`config.mk`:
```
export PLATFORM = sky130hd
export DESIGN_NAME = sleep_power_control_reg
export DESIGN_NICKNAME = d
export VERILOG_FILES = /design/src/inc/sleep_power_pkg.sv /design/src/rtl/sleep_power_reg.sv /design/src/rtl/sleep_power_control_reg.sv
export SDC_FILE = /design/constraint.sdc
export NUM_CORES = 1
export LEC_CHECK = 0
export BUFFER_PORTS_ARGS = -buffer_cell sky130_fd_sc_hd__buf_2
export CORE_MARGIN = 4
export CORE_UTILIZATION = 42
export CTS_CLUSTER_SIZE = 16
export DETAILED_ROUTE_END_ITERATION = 7
export HOLD_SLACK_MARGIN = 0.06
export PLACE_DENSITY = 0.84
export SYNTH_ARGS = -nofsm -noshare
export SYNTH_HDL_FRONTEND = slang
export SYNTH_HIERARCHICAL = 1
export SYNTH_SLANG_ARGS = --single-unit
```
`constraint.sdc`:
```
create_clock -name clock -period 1.4 [get_ports clock]
set_input_delay 0.07 -clock clock [delete_from_list [all_inputs] [get_ports clock]]
set_output_delay 0.07 -clock clock [all_outputs]
set_load 0.02 [all_outputs]
```
`src/inc/sleep_power_pkg.sv`:
```
// Package: register map, field positions and reset value of the sleep power control register
package sleep_power_pkg;

   localparam int unsigned ADDR_W = 8;
   localparam int unsigned DATA_W = 8;

   // Register offset
   localparam logic [7:0] SLEEP_POWER_CONTROL_OFFSET = 8'h8F;

   // Field positions
   localparam int unsigned BIT_HIBERNATE_SELECT  = 7;
   localparam int unsigned BIT_UNUSED            = 6;
   localparam int unsigned BIT_REFERENCE_OFF     = 5;
   localparam int unsigned BIT_LEVEL_SHIFT_OFF   = 4;
   localparam int unsigned BIT_OSC_SLEEP_STOP    = 3;
   localparam int unsigned BIT_COMPARATOR_OFF    = 2;
   localparam int unsigned BIT_TEMP_SENSOR_OFF   = 1;
   localparam int unsigned BIT_CONVERTER_OFF     = 0;

   // Reset value and writable-bit mask
   localparam logic [7:0] SLEEP_POWER_CONTROL_RESET = 8'h3F;
   localparam logic [7:0] SLEEP_POWER_CONTROL_MASK  = 8'hBF;

   // Register bus request
   typedef struct packed {
      logic [7:0] addr;
      logic [7:0] wdata;
      logic       wr;
      logic       rd;
   } reg_req_t;

   // Analog power-gating controls, active high means off
   typedef struct packed {
      logic reference_power_off;
      logic level_shift_power_off;
      logic comparator_power_off;
      logic temp_sensor_power_off;
      logic converter_power_off;
   } power_ctl_t;

   // Sleep sequencing states
   typedef enum logic [1:0] {
      ST_RUN       = 2'b00,
      ST_SLEEP     = 2'b01,
      ST_HIBERNATE = 2'b10
   } sleep_state_t;

endpackage

```
`src/rtl/sleep_power_reg.sv`:
```
// Storage of the sleep power control register with its fixed-zero bit
`timescale 1ns/1ps
module sleep_power_reg
   import sleep_power_pkg::*;
(
   input  wire logic             clock,   // Core clock
   input  wire logic             rst,     // Async reset, active high
   input  wire logic             wr_en,   // Write this register
   input  wire logic [7:0]       wdata,   // Write data
   output logic      [7:0]       value    // Stored value
);

   logic [7:0] value_q;
   logic [7:0] value_d;

   // Bit 6 never stores; it reads zero
   assign value_d = wr_en ? (wdata & SLEEP_POWER_CONTROL_MASK) : value_q;
   assign value   = value_q;

   // Register, loaded with its power-on value
   always_ff @(posedge clock or posedge rst) begin
      if (rst) begin
         value_q <= SLEEP_POWER_CONTROL_RESET;
      end else begin
         value_q <= value_d;
      end
   end

endmodule // sleep_power_reg

```
`src/rtl/sleep_power_control_reg.sv`:
```
// Sleep power control register bank with analog power gating and sleep oscillator control
`timescale 1ns/1ps
module sleep_power_control_reg
   import sleep_power_pkg::*;
(
   input  wire logic             clock,          // 40 MHz core clock
   input  wire logic             rst,            // Async reset, active high
   input  wire logic [7:0]       addr,           // Register address
   input  wire logic [7:0]       wdata,          // Write data
   input  wire logic             wr,             // Write strobe
   input  wire logic             rd,             // Read strobe
   output logic      [7:0]       rdata,          // Read data, cycle after rd
   input  wire logic             sleep_req,      // Sleep instruction executed, pulse
   input  wire logic             wake_req,       // Wake-up event, pulse
   output power_ctl_t            power_ctl,      // Analog power-off controls
   output logic                  osc_run,        // Main oscillator enable
   output logic                  in_sleep,       // Sleeping (either mode)
   output logic                  in_hibernate    // Hibernating
);

   // True while the sequencer holds the core in either low-power state
   function automatic logic is_asleep(input sleep_state_t s);
      return (s != ST_RUN);
   endfunction

   // True only in the deeper of the two low-power states
   function automatic logic is_hibernating(input sleep_state_t s);
      return (s == ST_HIBERNATE);
   endfunction

   // Low-power state picked by the select bit at the entry edge
   function automatic sleep_state_t entry_state(input logic hibernate);
      return hibernate ? ST_HIBERNATE : ST_SLEEP;
   endfunction

   // Oscillator enable: always awake, in sleep only with the stop bit clear
   function automatic logic osc_enable(input logic asleep, input logic stop);
      return !asleep || !stop;
   endfunction

   // Address match for the one register this bank holds
   function automatic logic addr_hits(input logic [7:0] a);
      return (a == SLEEP_POWER_CONTROL_OFFSET);
   endfunction

   // Read image; the unimplemented bit always returns zero
   function automatic logic [7:0] read_view(input logic [7:0] v);
      return v & SLEEP_POWER_CONTROL_MASK;
   endfunction

   // Power-off set carried by a register image, one bit per analog group
   function automatic power_ctl_t gate_fields(input logic [7:0] v);
      power_ctl_t g;
      g.reference_power_off   = v[BIT_REFERENCE_OFF];
      g.level_shift_power_off = v[BIT_LEVEL_SHIFT_OFF];
      g.comparator_power_off  = v[BIT_COMPARATOR_OFF];
      g.temp_sensor_power_off = v[BIT_TEMP_SENSOR_OFF];
      g.converter_power_off   = v[BIT_CONVERTER_OFF];
      return g;
   endfunction

   // Gate set loaded by reset, taken from the power-on register image
   localparam power_ctl_t POWER_CTL_RESET = gate_fields(SLEEP_POWER_CONTROL_RESET);

   // Bus decode
   reg_req_t   req;
   logic       wr_hit;
   logic       rd_hit;

   // Register image and read path
   logic [7:0] reg_value;
   logic [7:0] read_image;
   logic [7:0] rdata_d;
   logic [7:0] rdata_q;

   // Only the one offset decodes; every other address reads back zero
   assign req        = '{addr: addr, wdata: wdata, wr: wr, rd: rd};
   assign wr_hit     = req.wr & addr_hits(req.addr);
   assign rd_hit     = req.rd & addr_hits(req.addr);
   assign read_image = read_view(reg_value);
   assign rdata_d    = rd_hit ? read_image : 8'h00;

   // Register storage; bit 6 is dropped on the way in
   sleep_power_reg u_reg (
      .clock (clock),
      .rst   (rst),
      .wr_en (wr_hit),
      .wdata (req.wdata),
      .value (reg_value)
   );

   // Field extraction
   logic       hibernate_select;
   logic       oscillator_sleep_stop;
   power_ctl_t power_ctl_d;

   // Mode bits: hibernate select for the sleep sequencer, stop bit for the oscillator enable
   assign hibernate_select      = reg_value[BIT_HIBERNATE_SELECT];
   assign oscillator_sleep_stop = reg_value[BIT_OSC_SLEEP_STOP];

   // Analog power gates follow their bits whatever the sleep state
   assign power_ctl_d = gate_fields(reg_value);

   // Sleep state sequencing
   sleep_state_t state_q;
   sleep_state_t state_d;

   // Accepted requests
   logic         sleep_taken;
   logic         wake_taken;

   // A sleep request counts only while running, a wake only while asleep
   assign sleep_taken = sleep_req && !is_asleep(state_q);
   assign wake_taken  = wake_req && is_asleep(state_q);

   // Next state; plain sleep or hibernate is fixed at the entry edge
   always_comb begin
      state_d = state_q;
      case (state_q)
         ST_RUN: begin
            if (sleep_taken) begin
               state_d = entry_state(hibernate_select);
            end
         end
         ST_SLEEP: begin
            if (wake_taken) begin
               state_d = ST_RUN;
            end
         end
         ST_HIBERNATE: begin
            if (wake_taken) begin
               state_d = ST_RUN;
            end
         end
         default: begin
            state_d = ST_RUN;
         end
      endcase
   end

   // Next values of the status outputs, all from the next state
   logic osc_run_d;
   logic sleeping_d;
   logic hibernating_d;

   // Oscillator runs outside sleep; in sleep only when the stop bit is clear
   assign sleeping_d    = is_asleep(state_d);
   assign hibernating_d = is_hibernating(state_d);
   assign osc_run_d     = osc_enable(sleeping_d, oscillator_sleep_stop);

   // Sequencer state register
   always_ff @(posedge clock or posedge rst) begin
      if (rst) begin
         state_q <= ST_RUN;
      end else begin
         state_q <= state_d;
      end
   end

   // Read data, standing for the one cycle after the strobe
   always_ff @(posedge clock or posedge rst) begin
      if (rst) begin
         rdata_q <= 8'h00;
      end else begin
         rdata_q <= rdata_d;
      end
   end

   // Analog power gates, all off after reset
   always_ff @(posedge clock or posedge rst) begin
      if (rst) begin
         power_ctl <= POWER_CTL_RESET;
      end else begin
         power_ctl <= power_ctl_d;
      end
   end

   // Main oscillator enable
   always_ff @(posedge clock or posedge rst) begin
      if (rst) begin
         osc_run <= 1'b1;
      end else begin
         osc_run <= osc_run_d;
      end
   end

   // Sleeping flag, either low-power state
   always_ff @(posedge clock or posedge rst) begin
      if (rst) begin
         in_sleep <= 1'b0;
      end else begin
         in_sleep <= sleeping_d;
      end
   end

   // Hibernating flag
   always_ff @(posedge clock or posedge rst) begin
      if (rst) begin
         in_hibernate <= 1'b0;
      end else begin
         in_hibernate <= hibernating_d;
      end
   end

   // Read data leaves straight from its flip-flop
   assign rdata = rdata_q;

endmodule // sleep_power_control_reg

```
==> results, run 1 <==
- The detailed-router iteration count before antenna repair is 2.
- For the worst-skew pair, the clock arrives at the later sink with an insertion delay of 0.30 ns.
- The internal portion of the total power is 1.25 mW.
- Of the total power, the share spent switching nets is 0.261.
- For this block, the routed nets add up to 1.76 mm of wire.
- The final number of hold-violating endpoints is 0.
- The reported max-cap violation count is 0.
- The required time of the critical path is 1.60 ns.
- The max-slew violation count is 0.
- The setup clock skew after layout is 0.00675 ns.
- The first global-routing pass estimated 2.99 mm of wire.
- In this run the critical register-to-register path is launched from state_q[1].
- The starting DRC count in detailed routing is 5.
- The count of boundary I/O pins is 38.
- The clock network power share is 0.281.
- Setup repair after global routing left no endpoint under its margin.
- After floorplanning, the core was divided into 17 placement rows.
- The routed layout has 674 vias.
- The overall die height is 56.5 um.
- The worst-case clock buffer depth is 2.
- The share of total power dissipated in combinational logic is 0.251.
- CTS placed an instance of sky130_fd_sc_hd__clkbuf_4 at the clock tree root.
- The most critical setup path has its startpoint at state_q[1].
- The maximum vdd drop is 0.000990 V.
- The worst setup path is of the register to register kind.
- Traced cell by cell, the critical path runs through inv_1 > ha_4 > o21ai_2 > or2_0 > and3_1.
- The maximum clock rate is 757 MHz.
- Setup violations remaining at the end of the flow were counted as 0.
- In the routed layout, each cell is associated on average with a via count of 4.68.
- Clock-pin slew was measured on the worst setup and hold paths at 0.11 ns.
- The largest individual stage delay along the critical path comes from the cell sky130_fd_sc_hd__dfrtp_1.
- For this run, the total global-route usage over all layers was measured as 0.121.
- The die is 56.5 um wide.
- The switching power is 442 uW.
- The number of input and output port buffers inserted is 35.
- The TritonCTS clock tree is yes.
- The H-tree depth is 1.
- The nature of the critical path startpoint is a register.
- The final worst hold slack is 0.140 ns.
- The pin count of the biggest net entering global routing is 18.
- Counting tap cells, the placed design contains a total of 131 instances.
- During synthesis, Yosys emitted a total of 6 warnings.
- The cell area after layout is 1370 um2.
- The layout overhead on the synthesized area is 38.1%.
- The final weighted congestion in routability-driven placement is 0.720.
- The flow ran to the end, and the final reports show no timing, DRC or antenna violations.
- The average wire per standard cell is 12.2 um.
- The path category of the worst min-delay check is input port to register.
- The share of the clock period used by the worst path is 0.944.
- The largest single stage delay on the critical path is 0.39 ns.
- The post-layout minimum cycle time is 1.32 ns.
- The relative contribution of sequential cells to total power is 0.468.
- The final cell count without fillers is 144.
- After legalization and detailed placement, the total HPWL measured 1.43 mm.
- The critical hold path startpoint is sleep_req.
- 0 antenna diodes ended up in the layout.
- For the worst setup path, the data arrival time is 1.52 ns.
- The area of the die is 3200 um2.
- The number of inserted filler cells in the final layout is 178.
- In the final layout, the share of cells above drive strength 1 is 0.595.
- In the final design database the tool counted 141 nets.
- The total nets after synthesis is 90.
- The number of clock sinks seen by CTS is 24.
- The sort of element at the end of the critical path is a register.
- The area after detailed placement is 1210 um2.
- The DRC violation count after routing is 0.
- Counting the buffers created by CTS gives 3.
- The synthesized netlist occupies a cell area of 990 um2.
- The number of routed nets with antenna violations is 0.
- The worst slew margin relative to its limit is 0.598.
- In the final timing run, aggregate negative setup slack is 0 ns.
- The cell class contributing the biggest share of worst-path delay is flip-flops.
- The via count of the first global-routing pass is 704.
- The count of buffering cells on the critical path with inverters included is 1.
- The effective utilization at floorplan is 0.443.
- The slew at the pin closest to its max-slew limit is 0.602 ns.
- The leakage power of the design is 0.713 nW.
- In this run the mean area of a mapped cell was 15.0 um2.
- The number of setup buffers added after CTS is 0.
- The number of instances in the synthesized netlist is 66.
- The number of antenna violations at the first check in global routing is 0.
- The power per unit of standard cell area is 1240 nW/um2.
- The global-route congestion overflow total is 0.
- The top fanout value on the critical path is 3.
- The core box area is 2230 um2.
## repair_timing
item / 4_1_cts / 5_1_grt
setup endpoints to repair: 0 / 4
hold buffers: 9 / 0
gates resized for setup: 0 / 3
endpoints found under the hold margin: 31 / 0
## placed cells by master, fill, tap and decap left out
| cell type | count |
|---|---|
| sky130_fd_sc_hd__a21oi_1 | 2 |
| sky130_fd_sc_hd__a311oi_2 | 1 |
| sky130_fd_sc_hd__a31oi_1 | 1 |
| sky130_fd_sc_hd__and2_1 | 1 |
| sky130_fd_sc_hd__and3_1 | 8 |
| sky130_fd_sc_hd__buf_2 | 35 |
| sky130_fd_sc_hd__buf_4 | 4 |
| sky130_fd_sc_hd__bufinv_16 | 1 |
| sky130_fd_sc_hd__clkbuf_4 | 3 |
| sky130_fd_sc_hd__conb_1 | 1 |
| sky130_fd_sc_hd__dfrtp_1 | 12 |
| sky130_fd_sc_hd__dfstp_2 | 12 |
| sky130_fd_sc_hd__dlygate4sd3_1 | 9 |
| sky130_fd_sc_hd__ha_1 | 1 |
| sky130_fd_sc_hd__ha_4 | 1 |
| sky130_fd_sc_hd__inv_1 | 5 |
| sky130_fd_sc_hd__inv_2 | 1 |
| sky130_fd_sc_hd__mux2_4 | 7 |
| sky130_fd_sc_hd__mux2i_1 | 1 |
| sky130_fd_sc_hd__nand2_1 | 2 |
| sky130_fd_sc_hd__nand2b_1 | 1 |
| sky130_fd_sc_hd__nand2b_4 | 1 |
| sky130_fd_sc_hd__nand4_1 | 1 |
| sky130_fd_sc_hd__nor2_1 | 1 |
| sky130_fd_sc_hd__nor4_4 | 1 |
| sky130_fd_sc_hd__o21ai_2 | 1 |
| sky130_fd_sc_hd__o32ai_4 | 1 |
| sky130_fd_sc_hd__or2_0 | 1 |
## metrics by stage
| stage | setup slack [ns] | utilization | total power [mW] |
|---|---|---|---|
| floorplan | 0.0736 | - | 1.06 |
| CTS | 0.00100 | 0.606 | 1.66 |
| detailed placement | 0.0183 | 0.542 | 1.17 |
| finish | 0.0787 | 0.612 | 1.69 |
| global route | 0.00727 | 0.612 | 1.78 |
| global placement | 0.0781 | 0.542 | 1.14 |
## layer usage
layer  share of wire  global-route usage  wire length (um)
met5               0                   0                 0
met4           0.021              0.0780                36
met3           0.087              0.0253               152
met2            0.51               0.206               902
met1            0.38               0.134               663
## flip-flops by register name (all words and copies together), names as in the netlist
register	count
in_hibernate	1
in_sleep	1
osc_run	1
power_ctl	5
rdata	7
state_q	2
u_reg/value	7
## worst reg2reg max path, cell delays in order (launching register included)
cell and delay [ns]:
sky130_fd_sc_hd__dfrtp_1 0.39, sky130_fd_sc_hd__inv_1 0.09, sky130_fd_sc_hd__ha_4 0.28, sky130_fd_sc_hd__o21ai_2 0.07, sky130_fd_sc_hd__or2_0 0.22, sky130_fd_sc_hd__and3_1 0.17
## path summary, 6_finish.rpt
path | end | slack, ns | cells after the start
max | in_hibernate | 0.08 | 5
min | in_sleep | 0.14 | 3
max reg2reg | in_hibernate | 0.08 | 5
min reg2reg | power_ctl[1] | 0.38 | 0
max in group asynchronous | in_hibernate | 0.64 | 3
min in group asynchronous | u_reg/value[7] | 0.22 | 3
## area by class of cell
| cell class | count | area, um2 | area share |
|---|---|---|---|
| clock buffer | 3 | 22.5 | 0.0165 |
| sequential | 24 | 616 | 0.451 |
| clock inverter | 1 | 30.0 | 0.0220 |
| timing repair buffer | 48 | 295 | 0.216 |
| inverter | 6 | 22.5 | 0.0165 |
| tap | 28 | 35.0 | 0.0256 |
| multi-input combinational | 34 | 345 | 0.253 |
## power groups by stage
stage / registers, mW / logic, mW / clock network [mW]
after global placement: 0.798 / 0.346 / 0
after detailed placement: 0.801 / 0.367 / 0
after floorplan: 0.828 / 0.232 / 0
after CTS: 0.789 / 0.387 / 0.483
after global routing: 0.798 / 0.468 / 0.515
final: 0.791 / 0.424 / 0.476
(Power assumes the default switching activity.)
==> inputs of run 2 (changes only) <==
- CTS_BUF_LIST: unset -> sky130_fd_sc_hd__clkbuf_8 sky130_fd_sc_hd__clkbuf_16
- REMOVE_ABC_BUFFERS: unset -> 1
==> results, run 2 (same netlist as run 1, synthesis figures left out) <==
- For this design, the slowest cell found on the critical path is sky130_fd_sc_hd__dfrtp_1.
- Using the TritonRoute via totals, the vias-per-cell ratio works out to 4.76.
- The worst path needs 1.37 ns of the cycle, external delays included.
- The number of routed nets with antenna violations is 0.
- The TritonCTS clock tree is yes.
- The clock reaches the later pin of the worst-skew pair after 0.26 ns.
- The total CTS buffers is 3.
- The slew at the pin closest to its max-slew limit is 0.601 ns.
- The path category of the worst min-delay check is input port to register.
- The worst setup path is captured at a register.
- The reported max-cap violation count is 0.
- The final cell count without fillers is 144.
- The final count of negative-setup-slack endpoints is 0.
- Once placement completed, the tool counted placed cells totaling 131.
- At the end of the flow the core is filled with cells to 0.616.
- The net count of the finished layout is 141.
- The buffer cell driving the clock tree root is sky130_fd_sc_hd__clkbuf_8.
- In the global route stage, overall resource usage came out at 0.141.
- CTS built an H-tree with a depth of 1.
- The pin count of the biggest net entering global routing is 18.
- The worst setup path is launched from a register.
- The overall die height is 56.5 um.
- After floorplanning, the core was divided into 17 placement rows.
- The worst slew margin relative to its limit is 0.599.
- The via count of the first global-routing pass is 745.
- The final number of hold-violating endpoints is 0.
- The layout overhead on the synthesized area is 38.9%.
- The clock-pin slew of the registers on the worst-case setup and hold paths is 0.08 ns.
- The total wire length after detailed routing is 2.01 mm.
- The count of boundary I/O pins is 38.
- After detailed routing, the average wire length per cell comes to 13.9 um.
- The leakage power of the design is 0.718 nW.
- In the layout the commonest cells are sky130_fd_sc_hd__buf_2, sky130_fd_sc_hd__dfrtp_1, sky130_fd_sc_hd__dfstp_2.
- The area after detailed placement is 1210 um2.
- VDD sags by at most 0.000788 V.
- Input and output buffers added on the ports amount to 35.
- The number of antenna violations at the first check in global routing is 0.
- The effective utilization at floorplan is 0.443.
- The share of the clock period used by the worst path is 0.979.
- Detailed placement ended at an HPWL of 1.53 mm.
- The maximum clock rate is 730 MHz.
- After the first detailed-routing iteration, the DRC count stood at 5.
- The core box area is 2230 um2.
- The DRC violation count after routing is 0.
- The run finished with clean final reports.
- The max-slew violation count is 0.
- The repair_antennas step left the layout with diodes totalling 0.
- The signal on the critical path passes through inv_1 > ha_2 > o21ai_2 > or2_1 > and3_1.
- Of the cells placed in the final design, the portion with a size suffix greater than 1 is 0.603.
- Clock skew on the completed layout was measured at 0.00454 ns.
- The via count is 686.
- Summed over all layers, the global routing overflow is 0.
- At the end of routability-driven placement, the weighted congestion stood at 0.697.
- The required time of the critical path is 1.55 ns.
- The worst-case clock buffer depth is 2.
- The power per unit of standard cell area is 1300 nW/um2.
- For this run, the slowest stage of the critical path takes 0.38 ns.
- Clock tree synthesis found a total of 24 sinks.
- The cell area after layout is 1380 um2.
- The leading cell type in the layout, fill and taps excluded is sky130_fd_sc_hd__buf_2.
- The horizontal extent of the die is 56.5 um.
- The first detailed-routing pass ran for 4 iterations.
- The data arrival time at the worst-slack endpoint is 1.52 ns.
- The category of the most critical setup path is register to register.
- The area of the die is 3200 um2.
- The top fanout value on the critical path is 3.
- The first global-routing pass estimated 3.46 mm of wire.
## run 2: report_power, final
| group | total, mW | switching [mW] | internal [mW] | leakage (nW) |
|---|---|---|---|---|
| Clock | 0.587 | 0.206 | 0.382 | 0.0357 |
| Sequential | 0.784 | 0.0243 | 0.759 | 0.288 |
| Combinational | 0.417 | 0.226 | 0.191 | 0.395 |
## run 2: final timing paths
kind / start / to / slack, ns / cells past startpoint
max: state_q[1] / in_hibernate / 0.03 / 5
max reg2reg: state_q[1] / in_hibernate / 0.03 / 5
min in group asynchronous: rst / u_reg/value[7] / 0.28 / 3
max in group asynchronous: rst / rdata[3] / 0.59 / 3
min: rd / rdata[2] / 0.13 / 2
min reg2reg: u_reg/value[4] / power_ctl[3] / 0.38 / 0
## run 2: routing by layer
metal	track usage	wire [um]	vias to the layer above
li1	-	-	323
met1	0.165	787	328
met2	0.254	1050	30
met3	0.0322	136	5
met4	0.0407	34	0
met5	0	0	-
## run 2: area by class of cell
| cell class | count | area (um2) |
|---|---|---|
| Fill cell | 166 | 858 |
| Sequential cell | 24 | 616 |
| Multi-Input combinational cell | 34 | 338 |
| Timing Repair Buffer | 48 | 293 |
| Clock buffer | 3 | 41.3 |
| Tap cell | 28 | 35.0 |
| Clock inverter | 1 | 30.0 |
| Inverter | 6 | 22.5 |
## run 2: what timing repair did
item	in CTS	in global routing
setup endpoints to repair	1	3
gates resized for setup	1	2
pin swaps	0	0
hold buffers	8	0
cloned	0	0
buffers inserted	0	1
endpoints found under the hold margin	25	0
## run 2: metrics by stage
stage          hold WS (ns)   TNS, ns  worst slack, ns  total power, mW
2_1_floorplan        -0.131         0           0.0704             1.06
3_5_place_dp         0.0223  -0.00243         -0.00243             1.17
3_3_place_gp         0.0134         0           0.0892             1.14
6_report              0.131         0           0.0296             1.79
4_1_cts               0.119         0          0.00167             1.78
5_1_grt               0.120  -0.00310         -0.00310             1.88
## run 2: critical path: cells and delay by family (launching register included)
kind            cells  cell delay [ns]
fa+ha+maj           1             0.33
buf+inv             1             0.07
simple gates        2             0.42
flops               1             0.38
compound gates      1             0.07
==> inputs of run 3 (changes only) <==
- SETUP_SLACK_MARGIN: unset -> 0.4
- SKIP_LAST_GASP: unset -> 1
==> results, run 3 (same netlist as run 1, synthesis figures left out) <==
- The number of input and output port buffers inserted is 35.
- STA classifies the critical path endpoint as a register.
- Setup repair after global routing could not meet its margin everywhere.
- The H-tree depth is 1.
- Prior to clock tree synthesis, the placed netlist has a worst setup slack of -0.00243 ns.
- The post-layout minimum cycle time is 1.29 ns.
- The die covers 3200 um2.
- In the layout the commonest cells are sky130_fd_sc_hd__buf_2, sky130_fd_sc_hd__dfrtp_1, sky130_fd_sc_hd__dfstp_2.
- The leading cell type in the layout, fill and taps excluded is sky130_fd_sc_hd__buf_2.
- The top fanout value on the critical path is 2.
- The source-to-sink clock delay at the later pin of the worst-skew pair is 0.26 ns.
- The leakage power of the design is 0.753 nW.
- The buffer cell driving the clock tree root is sky130_fd_sc_hd__clkbuf_8.
- The final weighted congestion in routability-driven placement is 0.697.
- The setup clock skew after layout is 0.00152 ns.
- The reported max-cap violation count is 0.
- Summing all multi-input logic gate instances after layout gives 378 um2.
- During I/O placement, the number of pins put on the boundary was 38.
- Once placement finished, the instance area stood at 1210 um2.
- The flow ran to the end, and the final reports show no timing, DRC or antenna violations.
- In this run, CTS created clock tree buffers numbering 3.
- Wires add up to 2.13 mm.
- The critical path goes through inv_2 > ha_4 > o21ai_4 > or2_1 > and3_1.
- Using the TritonRoute via totals, the vias-per-cell ratio works out to 4.79.
- The floorplan has 17 rows.
- The number of inserted filler cells in the final layout is 154.
- The slew at the pin closest to its max-slew limit is 0.607 ns.
- The clock-pin slew of the registers on the worst-case setup and hold paths is 0.08 ns.
- The cell class contributing the biggest share of worst-path delay is simple AND/OR/NAND/NOR gates.
- Leaving out filler cells and counting taps, the final layout contains 148.
- The share of the core filled with cells in the final layout is 0.668.
- In the final layout, the share of cells above drive strength 1 is 0.658.
- The DRC violation count after routing is 0.
- Dividing the final minimum period by the clock period gives 0.920.
- The worst-case clock buffer depth is 2.
- In this design, the stage delay of the slowest critical-path cell is 0.38 ns.
- The wire-length estimate of the detail-placed layout is 1.53 mm.
- The core region is 2230 um2.
- The number of antenna violations at the first check in global routing is 0.
- Dividing total power by cell area gives a power density of 1330 nW/um2.
- The overall die height is 56.5 um.
- Including well taps, the total number of placed cells is 131.
- The category of the most critical setup path is register to register.
- After routing the design area is 1490 um2.
- Measured against its own limit, the worst slew margin works out to 0.595.
- For the final routed database, the setup TNS stands at 0 ns.
- Across all layers, the routed design uses 709 vias.
- In the final design database the tool counted 145 nets.
- The max-slew violation count came to 0.
- The data arrival time at the worst-slack endpoint is 1.44 ns.
- The horizontal extent of the die is 56.5 um.
- The worst hold path belongs to the class input port to register.
- The final number of hold-violating endpoints was 0.
- TritonCTS built the clock tree.
- Across the VDD grid, the largest voltage drop is 0.000924 V.
- The number of clock sinks seen by CTS is 24.
- Registers take 616 um2.
- Across every metal layer, demand over resource in global routing totals 0.145.
- Entering global routing, the biggest net connects 18 pins.
- The number of antenna diodes in the final layout is 0.
- The average wire per standard cell is 14.4 um.
- The count of buffering cells on the critical path with inverters included is 1.
- The effective utilization at floorplan is 0.443.
- The maximum clock rate is 777 MHz.
- Compared with the post-synthesis result, the final layout area differs by 50.8%.
- Setup violations remaining at the end of the flow were counted as 0.
- Setup slack on the critical path of the routed design comes to 0.113 ns.
- The via count of the first global-routing pass is 782.
- The global-route congestion overflow total is 0.
- The starting DRC count in detailed routing is 9.
- The required time of the critical path is 1.55 ns.
- The detailed-router iteration count before antenna repair is 4.
- The critical-path cell with the highest stage delay is sky130_fd_sc_hd__dfrtp_1.
- STA classifies the critical path startpoint as a register.
- The number of routed nets with antenna violations is 0.
- The wire length of the first global-routing pass is 3.55 mm.
==> run 3: cell count changes in the layout (fill, tap and decap cells not counted), moves of 2 or more <==
cell	change
sky130_fd_sc_hd__buf_6	+8
sky130_fd_sc_hd__buf_4	+3
sky130_fd_sc_hd__inv_2	+2
sky130_fd_sc_hd__buf_2	-7
sky130_fd_sc_hd__inv_1	-2
sky130_fd_sc_hd__ha_2	-2
sky130_fd_sc_hd__ha_4	+2
==> run 3: timing repair <==
| action | CTS | global route |
|---|---|---|
| gates resized for setup | 15 | 10 |
| setup buffers | 4 | 1 |
| hold endpoints to repair | 25 | 0 |
| endpoints found under the setup margin | 13 | 17 |
| cloned | 0 | 0 |
| pin swaps | 5 | 3 |
| hold buffers | 8 | 0 |
==> run 3: area by class of cell <==
| type | instances | share of cell area |
|---|---|---|
| clock buffers | 3 | 0.0277 |
| multi-input cells | 34 | 0.253 |
| flip-flops and latches | 24 | 0.412 |
| repair buffers | 52 | 0.248 |
| inverters | 6 | 0.0151 |
| well taps | 28 | 0.0235 |
| clock inverters | 1 | 0.0201 |
==> run 3: per-stage QoR <==
stage	hold slack (ns)	total power, mW
floorplan	-0.131	1.06
global placement	0.0134	1.14
detailed placement	0.0223	1.17
CTS	0.119	1.91
global route	0.115	2.07
finish	0.129	1.98
==> run 3: per-layer routing <==
layer  vias up  global-route usage  share of wire
li1        328                   -              -
met1       348               0.167           0.42
met2        28               0.261           0.50
met3         5              0.0345          0.066
met4         0              0.0475          0.016
met5         -                   0              0
==> run 3: worst register-to-register path, cell delays in order, from the launching register on <==
cell and delay (ns):
sky130_fd_sc_hd__dfrtp_1 0.38, sky130_fd_sc_hd__inv_2 0.07, sky130_fd_sc_hd__ha_4 0.28, sky130_fd_sc_hd__o21ai_4 0.07, sky130_fd_sc_hd__or2_1 0.23, sky130_fd_sc_hd__and3_1 0.16
==> run 3: path summary, 6_finish.rpt <==
| check | depth (start not counted) | from | slack, ns | to |
|---|---|---|---|---|
| max in group asynchronous | 3 | rst | 0.58 | rdata[5] |
| min in group asynchronous | 3 | rst | 0.28 | u_reg/value[7] |
| setup reg to reg | 5 | state_q[1] | 0.11 | in_hibernate |
| setup / recovery | 5 | state_q[1] | 0.11 | in_hibernate |
| hold reg to reg | 0 | u_reg/value[0] | 0.38 | power_ctl[0] |
| hold / removal | 2 | rd | 0.13 | rdata[1] |
==> run 3: power by group <==
part	leakage, nW	total [mW]	switching (mW)	internal [mW]
sequential	0.288	0.789	0.0293	0.760
clock	0.0357	0.591	0.209	0.382
combinational	0.430	0.601	0.295	0.305
